## config.mk

```make
export PLATFORM = sky130hd
export DESIGN_NAME = tsdp_port
export DESIGN_NICKNAME = d
export VERILOG_FILES = /design/src/core/tsdp_pkg.sv /design/src/core/tsdp_if.sv /design/src/core/tsdp_port.sv /design/src/core/tsdp_sync.sv /design/src/core/tsdp_buf.sv
export SDC_FILE = /design/constraint.sdc
export NUM_CORES = 1
export LEC_CHECK = 0
export BUFFER_PORTS_ARGS = -buffer_cell sky130_fd_sc_hd__buf_2
export CORE_MARGIN = 1
export CORE_UTILIZATION = 50
export CTS_CLUSTER_DIAMETER = 40
export DETAILED_ROUTE_END_ITERATION = 8
export PLACE_DENSITY = 0.76
export SYNTH_ARGS = -nofsm -noshare
export SYNTH_HDL_FRONTEND = slang
export SYNTH_SLANG_ARGS = --single-unit
```

## constraint.sdc

```tcl
create_clock -name core_clk -period 2.3 [get_ports core_clk]
set_clock_uncertainty 0.1 [all_clocks]
set_input_delay 0.23 -clock core_clk [delete_from_list [all_inputs] [get_ports core_clk]]
set_output_delay 0.23 -clock core_clk [all_outputs]
set_load 0.01 [all_outputs]
```

## src/core/tsdp_pkg.sv

```systemverilog
package tsdp_pkg;
   // ------------------------------------------------------------
   // register map (byte addresses)
   // ------------------------------------------------------------
   localparam logic [11:0] ctrl_addr   = 12'h000; // mode, coding, strobes
   localparam logic [11:0] pincfg_addr = 12'h004; // pin function selects
   localparam logic [11:0] rate_addr   = 12'h008; // oversample divider
   localparam logic [11:0] stat_addr   = 12'h00c; // state readback
   // ------------------------------------------------------------
   // field positions
   // ------------------------------------------------------------
   localparam int fmt_lsb    = 0;  // packet_format_select [1:0]
   localparam int line_bit   = 2;  // line_code_enable
   localparam int sync_lsb   = 4;  // sync_word_mode [2:0]
   localparam int mod_lsb    = 8;  // modulation format [2:0]
   localparam int tx_bit     = 16; // transmit_strobe (write 1)
   localparam int rx_bit     = 17; // receive_strobe
   localparam int idle_bit   = 18; // idle_strobe
   localparam int pin1_lsb   = 8;  // pin_one_function_select
   localparam int pin2_lsb   = 16; // pin_two_function_select
   // ------------------------------------------------------------
   // codes and reset values
   // ------------------------------------------------------------
   localparam logic [1:0] fmt_fifo  = 2'h0;
   localparam logic [1:0] fmt_sync  = 2'h1;
   localparam logic [1:0] fmt_async = 2'h3;
   localparam logic [2:0] mod_fsk   = 3'h0;
   localparam logic [2:0] mod_gfsk  = 3'h1;
   localparam logic [2:0] mod_ook   = 3'h3;
   localparam logic [5:0] sel_data_out = 6'h16; // serial rx data output
   localparam logic [5:0] sel_sclk     = 6'h0b; // serial clock output
   localparam logic [5:0] sel_zen_n    = 6'h2d; // pin-zero input flag
   localparam logic [5:0] sel_hiz      = 6'h2e; // high impedance
   localparam logic [5:0] pin_reset    = 6'h2e;
   localparam logic [15:0] rate_reset  = 16'h0004;
   localparam int          oversample  = 8;
   // ------------------------------------------------------------
   // radio states
   // ------------------------------------------------------------
   typedef enum logic [1:0] {
      tsdp_idle = 2'b00,
      tsdp_rx   = 2'b01,
      tsdp_tx   = 2'b11
   } tsdp_state_t;
endpackage

```

## src/core/tsdp_if.sv

```systemverilog
`timescale 1ns/1ps
// bits between the top and the two-entry buffer
interface tsdp_if;
   logic in_valid;  // bit offered
   logic in_ready;  // buffer has room
   logic in_data;   // bit offered
   logic out_valid; // buffer holds a bit
   logic out_ready; // consumer takes it
   logic out_data;  // oldest bit
   modport buf_side (input in_valid, in_data, out_ready,
                     output in_ready, out_valid, out_data);
   modport user (output in_valid, in_data, out_ready,
                 input in_ready, out_valid, out_data);
endinterface

```

## src/core/tsdp_port.sv

```systemverilog
`timescale 1ns/1ps
//
// Contract
// (RULE_01) format 3 selects asynchronous transparent mode
// (RULE_02) async bypasses packet, fifo, whitening, fec
// (RULE_03) async only with fsk, gfsk, ook
// (RULE_04) controller starts and stops via strobes
// (RULE_05) transmit level sampled at eight times rate
// (RULE_06) source bit error under one eighth
// (RULE_07) format 1 selects synchronous clock/data mode
// (RULE_08) sync mode needs nrz, line code off
// (RULE_09) device drives serial clock, controller follows
// (RULE_10) tx data on pin zero, input during tx
// (RULE_11) rx data on pin selected for output
// (RULE_12) no sync word: controller handles framing
// (RULE_13) sync word on: device frames, payload only
// (RULE_14) code 0x2d shows pin zero input, low
// (RULE_15) serial pins resynchronised before use
//
module tsdp_port (
   // clock and reset
   input  wire logic        core_clk,
   input  wire logic        rstn,
   input  wire logic        clk_en,
   // apb slave
   input  wire logic        psel,
   input  wire logic        penable,
   input  wire logic        pwrite,
   input  wire logic [11:0] paddr,
   input  wire logic [31:0] pwdata,
   output logic      [31:0] prdata,
   output logic             pready,
   output logic             pslverr,
   // general pins, three signals each
   input  wire logic [2:0]  gpin_in,
   output logic      [2:0]  gpin_out,
   output logic      [2:0]  gpin_oe,
   // modem side
   input  wire logic        demod_bit,
   output logic             mod_bit,
   output logic             mod_bit_valid,
   output logic             tx_active,
   output logic             rx_active,
   output logic             packet_bypass,
   output logic             frame_insert
);
   // ------------------------------------------------------------
   // state
   // ------------------------------------------------------------
   typedef struct packed {
      logic [1:0]           fmt;      // packet_format_select
      logic                 line;     // line_code_enable
      logic [2:0]           syncm;    // sync_word_mode
      logic [2:0]           modf;     // modulation format
      logic [5:0]           pin0_sel; // pin_zero_function_select
      logic [5:0]           pin1_sel; // pin_one_function_select
      logic [5:0]           pin2_sel; // pin_two_function_select
      logic [15:0]          rate;     // cycles per sample tick, minus one
      logic [15:0]          div;      // tick divider
      logic [2:0]           phase;    // sample phase in bit
      tsdp_pkg::tsdp_state_t state;   // radio state
      logic                 sclk;     // serial clock level
      logic                 tx_samp;  // sampled tx level
      logic                 samp_v;   // sample strobe
      logic                 rx_bit;   // rx data output level
      logic [31:0]          rdata;    // read data
   } tsdp_top_t;
   tsdp_top_t st;
   tsdp_top_t next_st;
   logic [2:0] pin_s;   // synchronised pins
   logic       wr_en;   // apb write accepted
   logic       rd_en;   // apb read accepted
   logic       tick;    // oversample tick
   logic       async_ok;
   logic       sync_ok;
   tsdp_if     bif ();
   // modulation allowed for transparent mode
   function automatic logic mod_allowed(input logic [2:0] m);
      return (m == tsdp_pkg::mod_fsk) || (m == tsdp_pkg::mod_gfsk) ||
             (m == tsdp_pkg::mod_ook);
   endfunction
   // drive a pin according to its function code
   function automatic logic pin_level(input logic [5:0] sel,
                                      input logic rxd, input logic clk,
                                      input logic zen_n);
      case (sel)
         tsdp_pkg::sel_data_out: pin_level = rxd;
         tsdp_pkg::sel_sclk:     pin_level = clk;
         tsdp_pkg::sel_zen_n:    pin_level = zen_n;
         default:                pin_level = 1'b0;
      endcase
   endfunction
   // ------------------------------------------------------------
   // pin synchroniser
   // ------------------------------------------------------------
   tsdp_sync #(.width(3)) u_sync ( // RULE_15
      .core_clk (core_clk),
      .rstn     (rstn),
      .clk_en   (clk_en),
      .async_in (gpin_in),
      .sync_out (pin_s)
   );
   // ------------------------------------------------------------
   // receive bit buffer
   // ------------------------------------------------------------
   tsdp_buf u_buf (
      .core_clk (core_clk),
      .rstn     (rstn),
      .clk_en   (clk_en),
      .s        (bif.buf_side)
   );
   // demodulated bit offered once per bit period
   assign bif.in_valid  = rx_active && tick && (st.phase == 3'h7);
   assign bif.in_data   = demod_bit;
   // pop as the serial clock falls, so data is set up before the rise
   assign bif.out_ready = tick && (st.phase == 3'h7);
   // ------------------------------------------------------------
   // decode helpers
   // ------------------------------------------------------------
   assign wr_en = psel & penable & pwrite & clk_en;
   assign rd_en = psel & ~penable & ~pwrite;
   assign tick  = clk_en && (st.div == 16'h0000);
   assign async_ok = (st.fmt == tsdp_pkg::fmt_async) &&
                     mod_allowed(st.modf); // RULE_01 RULE_03
   assign sync_ok  = (st.fmt == tsdp_pkg::fmt_sync) &&
                     !st.line; // RULE_07 RULE_08
   assign pready  = 1'b1;
   assign pslverr = 1'b0;
   assign prdata  = st.rdata;
   // ------------------------------------------------------------
   // next state
   // ------------------------------------------------------------
   always_comb begin
      next_st = st;
      if (clk_en) begin
         next_st.samp_v = 1'b0; // one-cycle pulse, held while frozen
         // register writes and strobes
         if (wr_en) begin
            case (paddr)
               tsdp_pkg::ctrl_addr: begin
                  next_st.fmt   = pwdata[tsdp_pkg::fmt_lsb +: 2];
                  next_st.line  = pwdata[tsdp_pkg::line_bit];
                  next_st.syncm = pwdata[tsdp_pkg::sync_lsb +: 3];
                  next_st.modf  = pwdata[tsdp_pkg::mod_lsb +: 3];
                  if (pwdata[tsdp_pkg::idle_bit]) // RULE_04
                     next_st.state = tsdp_pkg::tsdp_idle;
                  else if (pwdata[tsdp_pkg::tx_bit])
                     next_st.state = tsdp_pkg::tsdp_tx;
                  else if (pwdata[tsdp_pkg::rx_bit])
                     next_st.state = tsdp_pkg::tsdp_rx;
               end
               tsdp_pkg::pincfg_addr: begin
                  next_st.pin0_sel = pwdata[5:0];
                  next_st.pin1_sel = pwdata[tsdp_pkg::pin1_lsb +: 6];
                  next_st.pin2_sel = pwdata[tsdp_pkg::pin2_lsb +: 6];
               end
               tsdp_pkg::rate_addr: next_st.rate = pwdata[15:0];
               default: ;
            endcase
         end
         // read data latched in setup cycle
         if (rd_en) begin
            case (paddr)
               tsdp_pkg::ctrl_addr:
                  next_st.rdata = {21'h0, st.modf, 1'b0, st.syncm,
                                   1'b0, st.line, st.fmt};
               tsdp_pkg::pincfg_addr:
                  next_st.rdata = {10'h0, st.pin2_sel, 2'h0, st.pin1_sel,
                                   2'h0, st.pin0_sel};
               tsdp_pkg::rate_addr: next_st.rdata = {16'h0, st.rate};
               tsdp_pkg::stat_addr:
                  next_st.rdata = {26'h0, bif.out_valid, st.sclk,
                                   sync_ok, async_ok, st.state};
               default: next_st.rdata = 32'h0;
            endcase
         end
         // oversample divider, eight ticks per bit
         if (st.state == tsdp_pkg::tsdp_idle) begin
            next_st.div   = st.rate;
            next_st.phase = 3'h0;
            next_st.sclk  = 1'b0;
         end else if (tick) begin
            next_st.div   = st.rate;
            next_st.phase = st.phase + 3'h1;
            // serial clock: rises mid bit, controller samples/sets
            if (st.phase == 3'h3) next_st.sclk = 1'b1; // RULE_09
            if (st.phase == 3'h7) next_st.sclk = 1'b0;
            // transmit level sampled every tick in async mode
            if (tx_active && async_ok) begin // RULE_05
               next_st.tx_samp = pin_s[0]; // RULE_10
               next_st.samp_v  = 1'b1;
            end else if (tx_active && sync_ok && st.phase == 3'h3) begin
               next_st.tx_samp = pin_s[0];
               next_st.samp_v  = 1'b1;
            end
            // receive level out
            if (rx_active && async_ok) next_st.rx_bit = demod_bit;
            else if (bif.out_ready && bif.out_valid)
               next_st.rx_bit = bif.out_data; // RULE_11
         end else begin
            next_st.div = st.div - 16'h0001;
         end
      end
   end
   // ------------------------------------------------------------
   // register the state
   // ------------------------------------------------------------
   always_ff @(posedge core_clk) begin
      if (!rstn) begin
         st          <= '0;
         st.pin0_sel <= tsdp_pkg::pin_reset;
         st.pin1_sel <= tsdp_pkg::pin_reset;
         st.pin2_sel <= tsdp_pkg::pin_reset;
         st.rate     <= tsdp_pkg::rate_reset;
      end else begin
         st <= next_st;
      end
   end
   // ------------------------------------------------------------
   // outputs
   // ------------------------------------------------------------
   assign tx_active = (st.state == tsdp_pkg::tsdp_tx) &&
                      (async_ok || sync_ok);
   assign rx_active = (st.state == tsdp_pkg::tsdp_rx) &&
                      (async_ok || sync_ok);
   assign mod_bit       = st.tx_samp;
   assign mod_bit_valid = st.samp_v;
   // async drops packet engine; sync keeps it only with framing on
   assign packet_bypass = async_ok ||
                          (sync_ok && st.syncm == 3'h0); // RULE_02 RULE_12
   assign frame_insert  = sync_ok && (st.syncm != 3'h0); // RULE_13
   // pin drivers
   always_comb begin
      gpin_out[0] = pin_level(st.pin0_sel, st.rx_bit, st.sclk,
                              ~tx_active); // RULE_14
      gpin_out[1] = pin_level(st.pin1_sel, st.rx_bit, st.sclk, ~tx_active);
      gpin_out[2] = pin_level(st.pin2_sel, st.rx_bit, st.sclk, ~tx_active);
      gpin_oe[0]  = !tx_active && (st.pin0_sel != tsdp_pkg::sel_hiz); // RULE_10
      gpin_oe[1]  = (st.pin1_sel != tsdp_pkg::sel_hiz);
      gpin_oe[2]  = (st.pin2_sel != tsdp_pkg::sel_hiz);
   end
   // ------------------------------------------------------------
   // checks
   // ------------------------------------------------------------
   a_pin0_input: assert property (@(posedge core_clk) disable iff (!rstn)
      tx_active |-> !gpin_oe[0]) else $error("pin zero driven in tx"); // RULE_10
   a_async_fmt: assert property (@(posedge core_clk) disable iff (!rstn)
      async_ok |-> st.fmt == 2'h3) else $error("async wrong format"); // RULE_01
   a_sync_fmt: assert property (@(posedge core_clk) disable iff (!rstn)
      sync_ok |-> (st.fmt == 2'h1 && !st.line))
      else $error("sync wrong format"); // RULE_07
   a_async_bypass: assert property (@(posedge core_clk) disable iff (!rstn)
      async_ok |-> packet_bypass && !frame_insert)
      else $error("async not bypassed"); // RULE_02
   a_mod_legal: assert property (@(posedge core_clk) disable iff (!rstn)
      async_ok |-> st.modf inside {3'h0, 3'h1, 3'h3})
      else $error("bad modulation"); // RULE_03
   a_samp_tick: assert property (@(posedge core_clk) disable iff (!rstn)
      (tick && tx_active && async_ok && clk_en) |=> mod_bit_valid)
      else $error("sample missed"); // RULE_05
   a_zen_flag: assert property (@(posedge core_clk) disable iff (!rstn)
      (st.pin2_sel == 6'h2d) |-> gpin_out[2] == !tx_active)
      else $error("tristate flag wrong"); // RULE_14
   a_frame_ins: assert property (@(posedge core_clk) disable iff (!rstn)
      (sync_ok && st.syncm != 3'h0) |-> frame_insert)
      else $error("framing off"); // RULE_13
   c_async_tx: cover property (@(posedge core_clk) tx_active && async_ok);
   c_sync_rx:  cover property (@(posedge core_clk) rx_active && sync_ok);
   c_sclk:     cover property (@(posedge core_clk) $rose(st.sclk));
endmodule // tsdp_port

```

## src/core/tsdp_sync.sv

```systemverilog
`timescale 1ns/1ps
// two-flop synchroniser for a bus of pins
module tsdp_sync #(
   parameter int width = 2
) (
   // clocking
   input  wire logic             core_clk,
   input  wire logic             rstn,
   input  wire logic             clk_en,
   // data
   input  wire logic [width-1:0] async_in,
   output logic      [width-1:0] sync_out
);
   typedef struct packed {
      logic [width-1:0] meta; // first stage, read by second only
      logic [width-1:0] hold; // second stage
   } tsdp_sync_t;
   tsdp_sync_t st;
   tsdp_sync_t next_st;
   // ------------------------------------------------------------
   // next state
   // ------------------------------------------------------------
   always_comb begin
      next_st = st;
      if (clk_en) begin
         next_st.meta = async_in;
         next_st.hold = st.meta;
      end
   end
   // registered copy
   always_ff @(posedge core_clk) begin
      if (!rstn) st <= '0;
      else st <= next_st;
   end
   assign sync_out = st.hold;
endmodule // tsdp_sync

```

## src/core/tsdp_buf.sv

```systemverilog
`timescale 1ns/1ps
// two-entry buffer on the receive bit path
module tsdp_buf (
   // clocking
   input  wire logic core_clk,
   input  wire logic rstn,
   input  wire logic clk_en,
   // stream
   tsdp_if.buf_side  s
);
   typedef struct packed {
      logic [1:0] mem;  // entries
      logic       rd;   // read index
      logic       wr;   // write index
      logic [1:0] cnt;  // fill level
   } tsdp_buf_t;
   tsdp_buf_t st;
   tsdp_buf_t next_st;
   logic push;
   logic pop;
   assign s.in_ready  = (st.cnt != 2'h2);
   assign s.out_valid = (st.cnt != 2'h0);
   assign s.out_data  = st.mem[st.rd];
   assign push = s.in_valid & s.in_ready & clk_en;
   assign pop  = s.out_valid & s.out_ready & clk_en;
   // ------------------------------------------------------------
   // pointer and count update
   // ------------------------------------------------------------
   always_comb begin
      next_st = st;
      if (push) begin
         next_st.mem[st.wr] = s.in_data;
         next_st.wr = ~st.wr;
      end
      if (pop) next_st.rd = ~st.rd;
      case ({push, pop})
         2'b10:   next_st.cnt = st.cnt + 2'h1;
         2'b01:   next_st.cnt = st.cnt - 2'h1;
         default: next_st.cnt = st.cnt;
      endcase
   end
   always_ff @(posedge core_clk) begin
      if (!rstn) st <= '0;
      else st <= next_st;
   end
   a_buf_no_over: assert property (@(posedge core_clk) disable iff (!rstn)
      st.cnt <= 2'h2) else $error("buffer overfilled");
endmodule // tsdp_buf

```

==> summary.txt, run 1 <==
Routing
  • Vias: between 5000 and 6000
  • Vias per cell: 5.89
  • WL final: around 14000 um
  • Initial DRC count: around 490
  • Antenna-violating nets left: 0
  • Routed wire per std cell: 16.5 um
  • DRT Pass-1 Iters: 5
  • Residual DRC: 0

Cells and area
  • Register area: 0.00197 mm^2
  • Layout cells sized above 1: roughly 24%
  • Fill cells: slightly above 900
  • Layout Nets: 773
  • Layout area overhead: 17.9%
  • Footprint of the multi-input gates: 0.00279 mm^2
  • Final Util: between 60% and 70%
  • Final Cell Area: 0.00599 mm^2
  • Ant diodes: 0

Critical path
  • Crit start category: register
  • Crit-path max FO: 4
  • Endpoint class of the critical path: register
  • Critical Path RT: between 2 and 3 ns
  • Critical path class: reg2reg
  • Worst Path Arrival: 2.42 ns
  • R2r endpoint: u_buf.st[1]
  • R2R Setup Slk: ~0.076 ns
  • Reg-to-reg critical path startpoint: st[42]
  • R2R depth: 8

Worst hold path
  • Hold depth: 3
  • Hold crit path type: in2reg
  • HP Start: pwdata[15]
  • Min-Delay Endpoint: st[72]

Global routing
  • Vias in the first global route: 4377
  • Initial antenna violation count: 0
  • Grt total ovfl: 0
  • Largest net degree at the start of global routing: 41
  • Global-route wire length before repair: 22000 um
  • Met3 usage: 4.61%
  • Grt peak-use layer: met2
  • Gr usage total: a little over a quarter
  • Met1 usage: 37.9%
  • Met2 GRT Util: around two fifths

Synthesis
  • Cells after synthesis: ~640
  • Synth Register Bits: 98
  • Mapped Area: around 0.0051 mm^2
  • Average size of a mapped cell: 7.94 um^2
  • Dominant synthesized flop cell: dfxtp_1
  • Asr flop ratio synth: 0%
  • Sequential element share of the synthesized area: 38.6%
  • Synth Warn #: 0
  • Number of synthesized flops with an enable pin: 0
  • Netlist cell types: 71

Die
  • Core area: 0.00982 mm^2
  • Initial core utilization: between 50% and 60%
  • Num rows: 36
  • Die H: 103 um
  • Die Wd: about 100 um
  • Die area: roughly 0.011 mm^2
  • Io pins: 100

STA
  • Final Max Slew Viols: 0
  • RSZ-0062 raised after global routing: yes
  • Max_slew headroom: 50.1%
  • FMAX: 450 MHz
  • Slew @ Worst Pin: ~0.75 ns
  • Post-route clock period utilization: 96.7%
  • Final Hold Violating Endpoints: 0
  • Final setup fails: 0
  • Final min period: 2.22 ns

Clock tree
  • Skew-Pair Late Insertion Delay: 0.37 ns
  • Clock Sinks: 98
  • Worst-path clk slew: 0.10 ns
  • Root buf cell: clkbuf_8
  • Clock Path Buffers: 2
  • CTS Buf Count: 9
  • CTS tree: built
  • # H-tree levels: 3

Pwr
  • Lkg Pwr: about 2.3 nW
  • Combinational cell fraction of total power: 8.3%
  • Psw: 820 uW
  • Clock share of power: 38.1%
  • Seq pwr share: 53.6%
  • Peak supply drop: 0.374 mV
  • Switch share: between 20% and 30%
  • Internal power: about 2.4 mW
  • Tot Pwr: 3.18 mW
  • PwrDens: 532 mW/mm^2

Place
  • Dpl cell area: 0.00559 mm^2
  • Port Buffers: 75
  • Post-DP HPWL: just over 10000 um
  • Routability cong.: approximately 0.91

Run
  • Max cap viols: 0

Status
  • Status: finished clean
==> worst max-delay path: stages (launching register included) <==
cell     delay, ns
dfxtp_2       0.35
inv_1         0.07
ha_1          0.17
nor4b_4       0.23
and4_4        0.28
nand4_4       0.11
ha_1          0.31
or3_1         0.37
a21oi_1       0.16
==> flip-flops by register name, indices dropped and copies added (netlist names) <==
| register | flops |
|---|---|
| st | 66 |
| mod_bit_valid | 1 |
| mod_bit | 1 |
| prdata | 22 |
| u_sync.st | 1 |
| u_sync.sync_out | 1 |
| u_buf.st | 6 |
==> synthesized netlist by cell type, types with 5 or more instances <==
library cell / instances / area [um^2]
buf_4: 34 / 255
a21oi_1: 71 / 355
a31oi_1: 7 / 43.8
nor4_1: 8 / 50.1
nor3_1: 14 / 70.1
o31ai_1: 6 / 45.0
nand2_1: 125 / 469
mux2i_1: 10 / 100
nor2b_1: 8 / 50.1
nand3b_1: 7 / 52.6
mux4_2: 5 / 113
nor2_1: 33 / 124
nand3_1: 32 / 160
o21ai_0: 9 / 45.0
inv_1: 8 / 30.0
a22oi_1: 10 / 75.1
buf_2: 5 / 25.0
o21ai_1: 10 / 50.1
nand4_1: 9 / 56.3
clkbuf_1: 34 / 128
ha_1: 6 / 75.1
or4_1: 6 / 45.0
nand4b_1: 5 / 43.8
dfxtp_1: 98 / 1960
==> cells in the final DEF (no fill, tap or decap), drive strengths merged, types with 3 or more instances in the layout <==
master       count
a211oi           4
a21oi           71
a22oi           10
a2bb2oi          3
a31oi            7
and3             4
buf            119
clkbuf          10
conb            12
dfxtp           98
dlygate4sd3      9
ha               6
inv             13
mux2i           10
mux4             5
nand2          126
nand3           32
nand3b           7
nand4           10
nand4b           5
nor2            33
nor2b            8
nor3            14
nor3b            4
nor4            10
nor4b            4
o21ai           20
o31a             3
o31ai            6
or2              5
or3              4
or4              7
xnor2            3
==> layer usage <==
layer / wire length (um) / vias up / share of wire (%)
li1: - / 2369 / -
met1: 6190 / 2380 / 44
met2: 6460 / 231 / 46
met3: 1070 / 30 / 7.6
met4: 359 / 0 / 2.5
met5: 0 / - / 0
==> cells by family (layout without fill, tap and decap cells) <==
logic type      Yosys count  count (layout)  share of synthesized area (%)
fa+ha+maj                 6               6                           1.48
simple gates            284             284                           28.4
xor+xnor                  4               4                          0.690
flops                    98              98                           38.6
other cells               2              12                          0.148
buf+inv                  85             154                           9.07
compound gates          145             145                           17.4
mux                      15              15                           4.19
==> layout make-up <==
| class | instances | area share, % |
|---|---|---|
| Clock buffer | 10 | 2.30 |
| Sequential cell | 98 | 32.9 |
| Clock inverter | 6 | 1.36 |
| Multi-Input combinational cell | 466 | 46.5 |
| Tap cell | 133 | 2.78 |
| Timing Repair Buffer | 128 | 13.5 |
| Inverter | 10 | 0.627 |
==> power by group through the flow <==
stage | clock network (mW) | registers [mW] | logic (mW)
2_1_floorplan | 0 | 1.74 | 0.150
3_3_place_gp | 0 | 1.74 | 0.233
3_5_place_dp | 0 | 1.74 | 0.237
4_1_cts | 1.23 | 1.71 | 0.252
5_1_grt | 1.30 | 1.71 | 0.283
6_report | 1.21 | 1.71 | 0.263
==> worst max path at each step <==
stage                      start     endpoint  slack [ns]  cells after the start
after floorplan           st[41]  u_buf.st[1]       0.002                      8
after CTS                 st[38]  u_buf.st[1]       0.007                      8
final                     st[42]  u_buf.st[1]        0.08                      8
after detailed placement  st[42]  u_buf.st[1]      -0.009                      8
after global routing      st[41]  u_buf.st[1]       -0.04                      8
after global placement    st[45]      mod_bit        0.06                      7
==> what timing repair did <==
action                     CTS  global route
hold endpoints to repair    10             0
resized for setup            5            15
hold buffers                 9             0
setup buffers                0             1
pin swaps                    1             2
setup endpoints to repair    7            14
==> stage by stage <==
step / hold WS, ns / TNS, ns / instances / setup slack [ns]
floorplan: 0.241 / 0 / 649 / 0.00199
global placement: 0.336 / 0 / 825 / 0.0648
detailed placement: 0.344 / -0.00906 / 825 / -0.00906
CTS: 0.000816 / 0 / 850 / 0.00653
global route: 0.0113 / -0.0486 / 851 / -0.0445
finish: 0.000761 / 0 / 851 / 0.0755
Power figures use the tool's default switching activity.
==> run 2, diff against run 1 <==
--- a/config.mk
+++ b/config.mk
@@ -10,7 +10,7 @@
 export CORE_UTILIZATION = 50
 export CTS_CLUSTER_DIAMETER = 40
 export DETAILED_ROUTE_END_ITERATION = 8
-export PLACE_DENSITY = 0.76
+export PLACE_DENSITY_LB_ADDON = 0.08
 export SYNTH_ARGS = -nofsm -noshare
 export SYNTH_HDL_FRONTEND = slang
 export SYNTH_SLANG_ARGS = --single-unit
==> run 2 against run 1 <==
Highest routed layer unchanged. Global-route usage is 1.3 points higher. Via count is 0.56% lower. Non-clock buffer count is 8 higher.
==> summary.txt, run 2 (same netlist as run 1, synthesis figures left out) <==
Clock tree
  • CTS Buf Count: 9
  • # H-tree levels: 3
  • Worst-path clk slew: 0.10 ns
  • Clock Sinks: 98
  • Skew-Pair Late Insertion Delay: around 0.38 ns
  • CTS tree: built
  • Root buf cell: clkbuf_8
  • Clock Path Buffers: 2

Run
  • Max cap viols: 0

STA
  • Final Hold Violating Endpoints: 0
  • Post-route clock period utilization: 96.6%
  • RSZ-0062 raised after global routing: yes
  • FMAX: 450 MHz
  • Final min period: between 2 and 2.5 ns
  • Final setup fails: 0
  • Final Max Slew Viols: 0
  • WHS: between 0.009 and 0.01 ns

Global routing
  • Grt total ovfl: 0
  • Vias in the first global route: 4462
  • Largest net degree at the start of global routing: 61
  • Initial antenna violation count: 0
  • Gr usage total: 28.3%
  • Global-route wire length before repair: 22800 um

Pwr
  • Internal power: 2.34 mW
  • Lkg Pwr: 2.34 nW
  • Tot Pwr: 3.13 mW
  • Psw: 793 uW
  • Clock share of power: 36.9%
  • Seq pwr share: between 50% and 60%
  • Combinational cell fraction of total power: 8.6%
  • PwrDens: approximately 520 mW/mm^2
  • Switch share: 25.3%
  • Peak supply drop: 0.252 mV

Cells and area
  • Layout area overhead: 18.4%
  • Commonest non-fill, non-tap cell in the layout: nand2_1
  • Layout Nets: 781
  • Most frequent cells in the layout: 125 x nand2_1, 95 x dfxtp_1, 75 x buf_2
  • Layout cells sized above 1: 24.4%
  • Fill cells: 928
  • Max reg flops: 66
  • Top reg by flops: st
  • Ant diodes: 0

Die
  • Core area: 0.00982 mm^2
  • Die area: 0.0106 mm^2
  • Die H: a little over 100 um
  • Die Wd: around 100 um
  • Num rows: 36
  • Io pins: 100
  • Initial core utilization: 51.7%

Routing
  • DRT Pass-1 Iters: 5
  • Initial DRC count: 312
  • Antenna-violating nets left: 0
  • WL final: 14400 um
  • Vias: around 5000
  • Vias per cell: 5.81
  • Routed wire per std cell: 16.7 um
  • Residual DRC: 0

Worst hold path
  • Hold crit path type: in2reg

Critical path
  • Crit-path max FO: 7
  • Worst Path Arrival: 2.42 ns
  • Endpoint class of the critical path: register
  • Critical path class: reg2reg
  • Critical Path RT: ~2.5 ns
  • Crit start category: register

Place
  • Port Buffers: 75
  • Routability cong.: around 0.89
  • Post-DP HPWL: 10100 um

Status
  • Status: finished clean
-- run 2: cell count changes in the layout (fill, tap and decap cells not counted), moves of 3 or more --
cell,before,now
buf_4,43,49
dfxtp_1,92,95
dfxtp_2,6,3
ha_1,6,3
ha_2,0,3
inv_8,3,0
-- run 2: power by group through the flow --
stage          Sequential (mW)  Clock (mW)  Combinational, mW
2_1_floorplan             1.74           0              0.150
3_3_place_gp              1.74           0              0.239
3_5_place_dp              1.74           0              0.242
4_1_cts                   1.70        1.16              0.260
5_1_grt                   1.71        1.25              0.289
6_report                  1.71        1.15              0.270
-- run 2: repair_timing --
action,4_1_cts,5_1_grt
pin swaps,0,2
gates resized for setup,6,11
hold endpoints to repair,11,0
setup buffers,0,2
setup endpoints to repair,10,7
hold buffers,11,0
-- run 2: final timing paths --
check / startpoint / to / slack [ns] / cells past startpoint
min reg2reg: prdata[2] / prdata[2] / 0.35 / 2
max: st[42] / st[56] / 0.08 / 6
max reg2reg: st[42] / st[56] / 0.08 / 6
min: pwdata[8] / st[65] / 0.009 / 3
-- run 2: worst max-delay path: stages (launching register included) --
cell and delay [ns]:
dfxtp_1 0.32, buf_4 0.13, or4_1 0.67, nor4_4 0.26, nand2_2 0.09, or4_1 0.40
a31oi_1 0.17
-- run 2: final cells by class --
class	count	area, um^2	area share (%)
clock buffer	11	141	2.35
clock inverter	4	51.3	0.854
inverter	10	37.5	0.625
multi-input combinational	466	2770	46.1
sequential	98	1970	32.7
tap	133	166	2.77
timing repair buffer	136	873	14.5
-- run 2: per-stage QoR --
step	setup TNS [ns]	worst slack (ns)	area [um^2]	instances	utilization [%]
after CTS	0	0.0298	5950	856	60.6
after detailed placement	-0.116	-0.0494	5630	830	57.3
after global placement	0	0.0182	5630	830	57.3
after global routing	-0.0270	-0.0168	6010	858	61.2
final	0	0.0785	6010	858	61.2
after floorplan	0	0.00199	5130	649	-
-- run 2: per-layer routing --
layer / up-vias / wire [um] / global-route usage, %
met3: 23 / 1020 / 5.63
li1: 2378 / - / -
met1: 2385 / 6330 / 38.5
met5: - / 0 / 0
met4: 0 / 255 / 9.43
met2: 196 / 6760 / 45.1
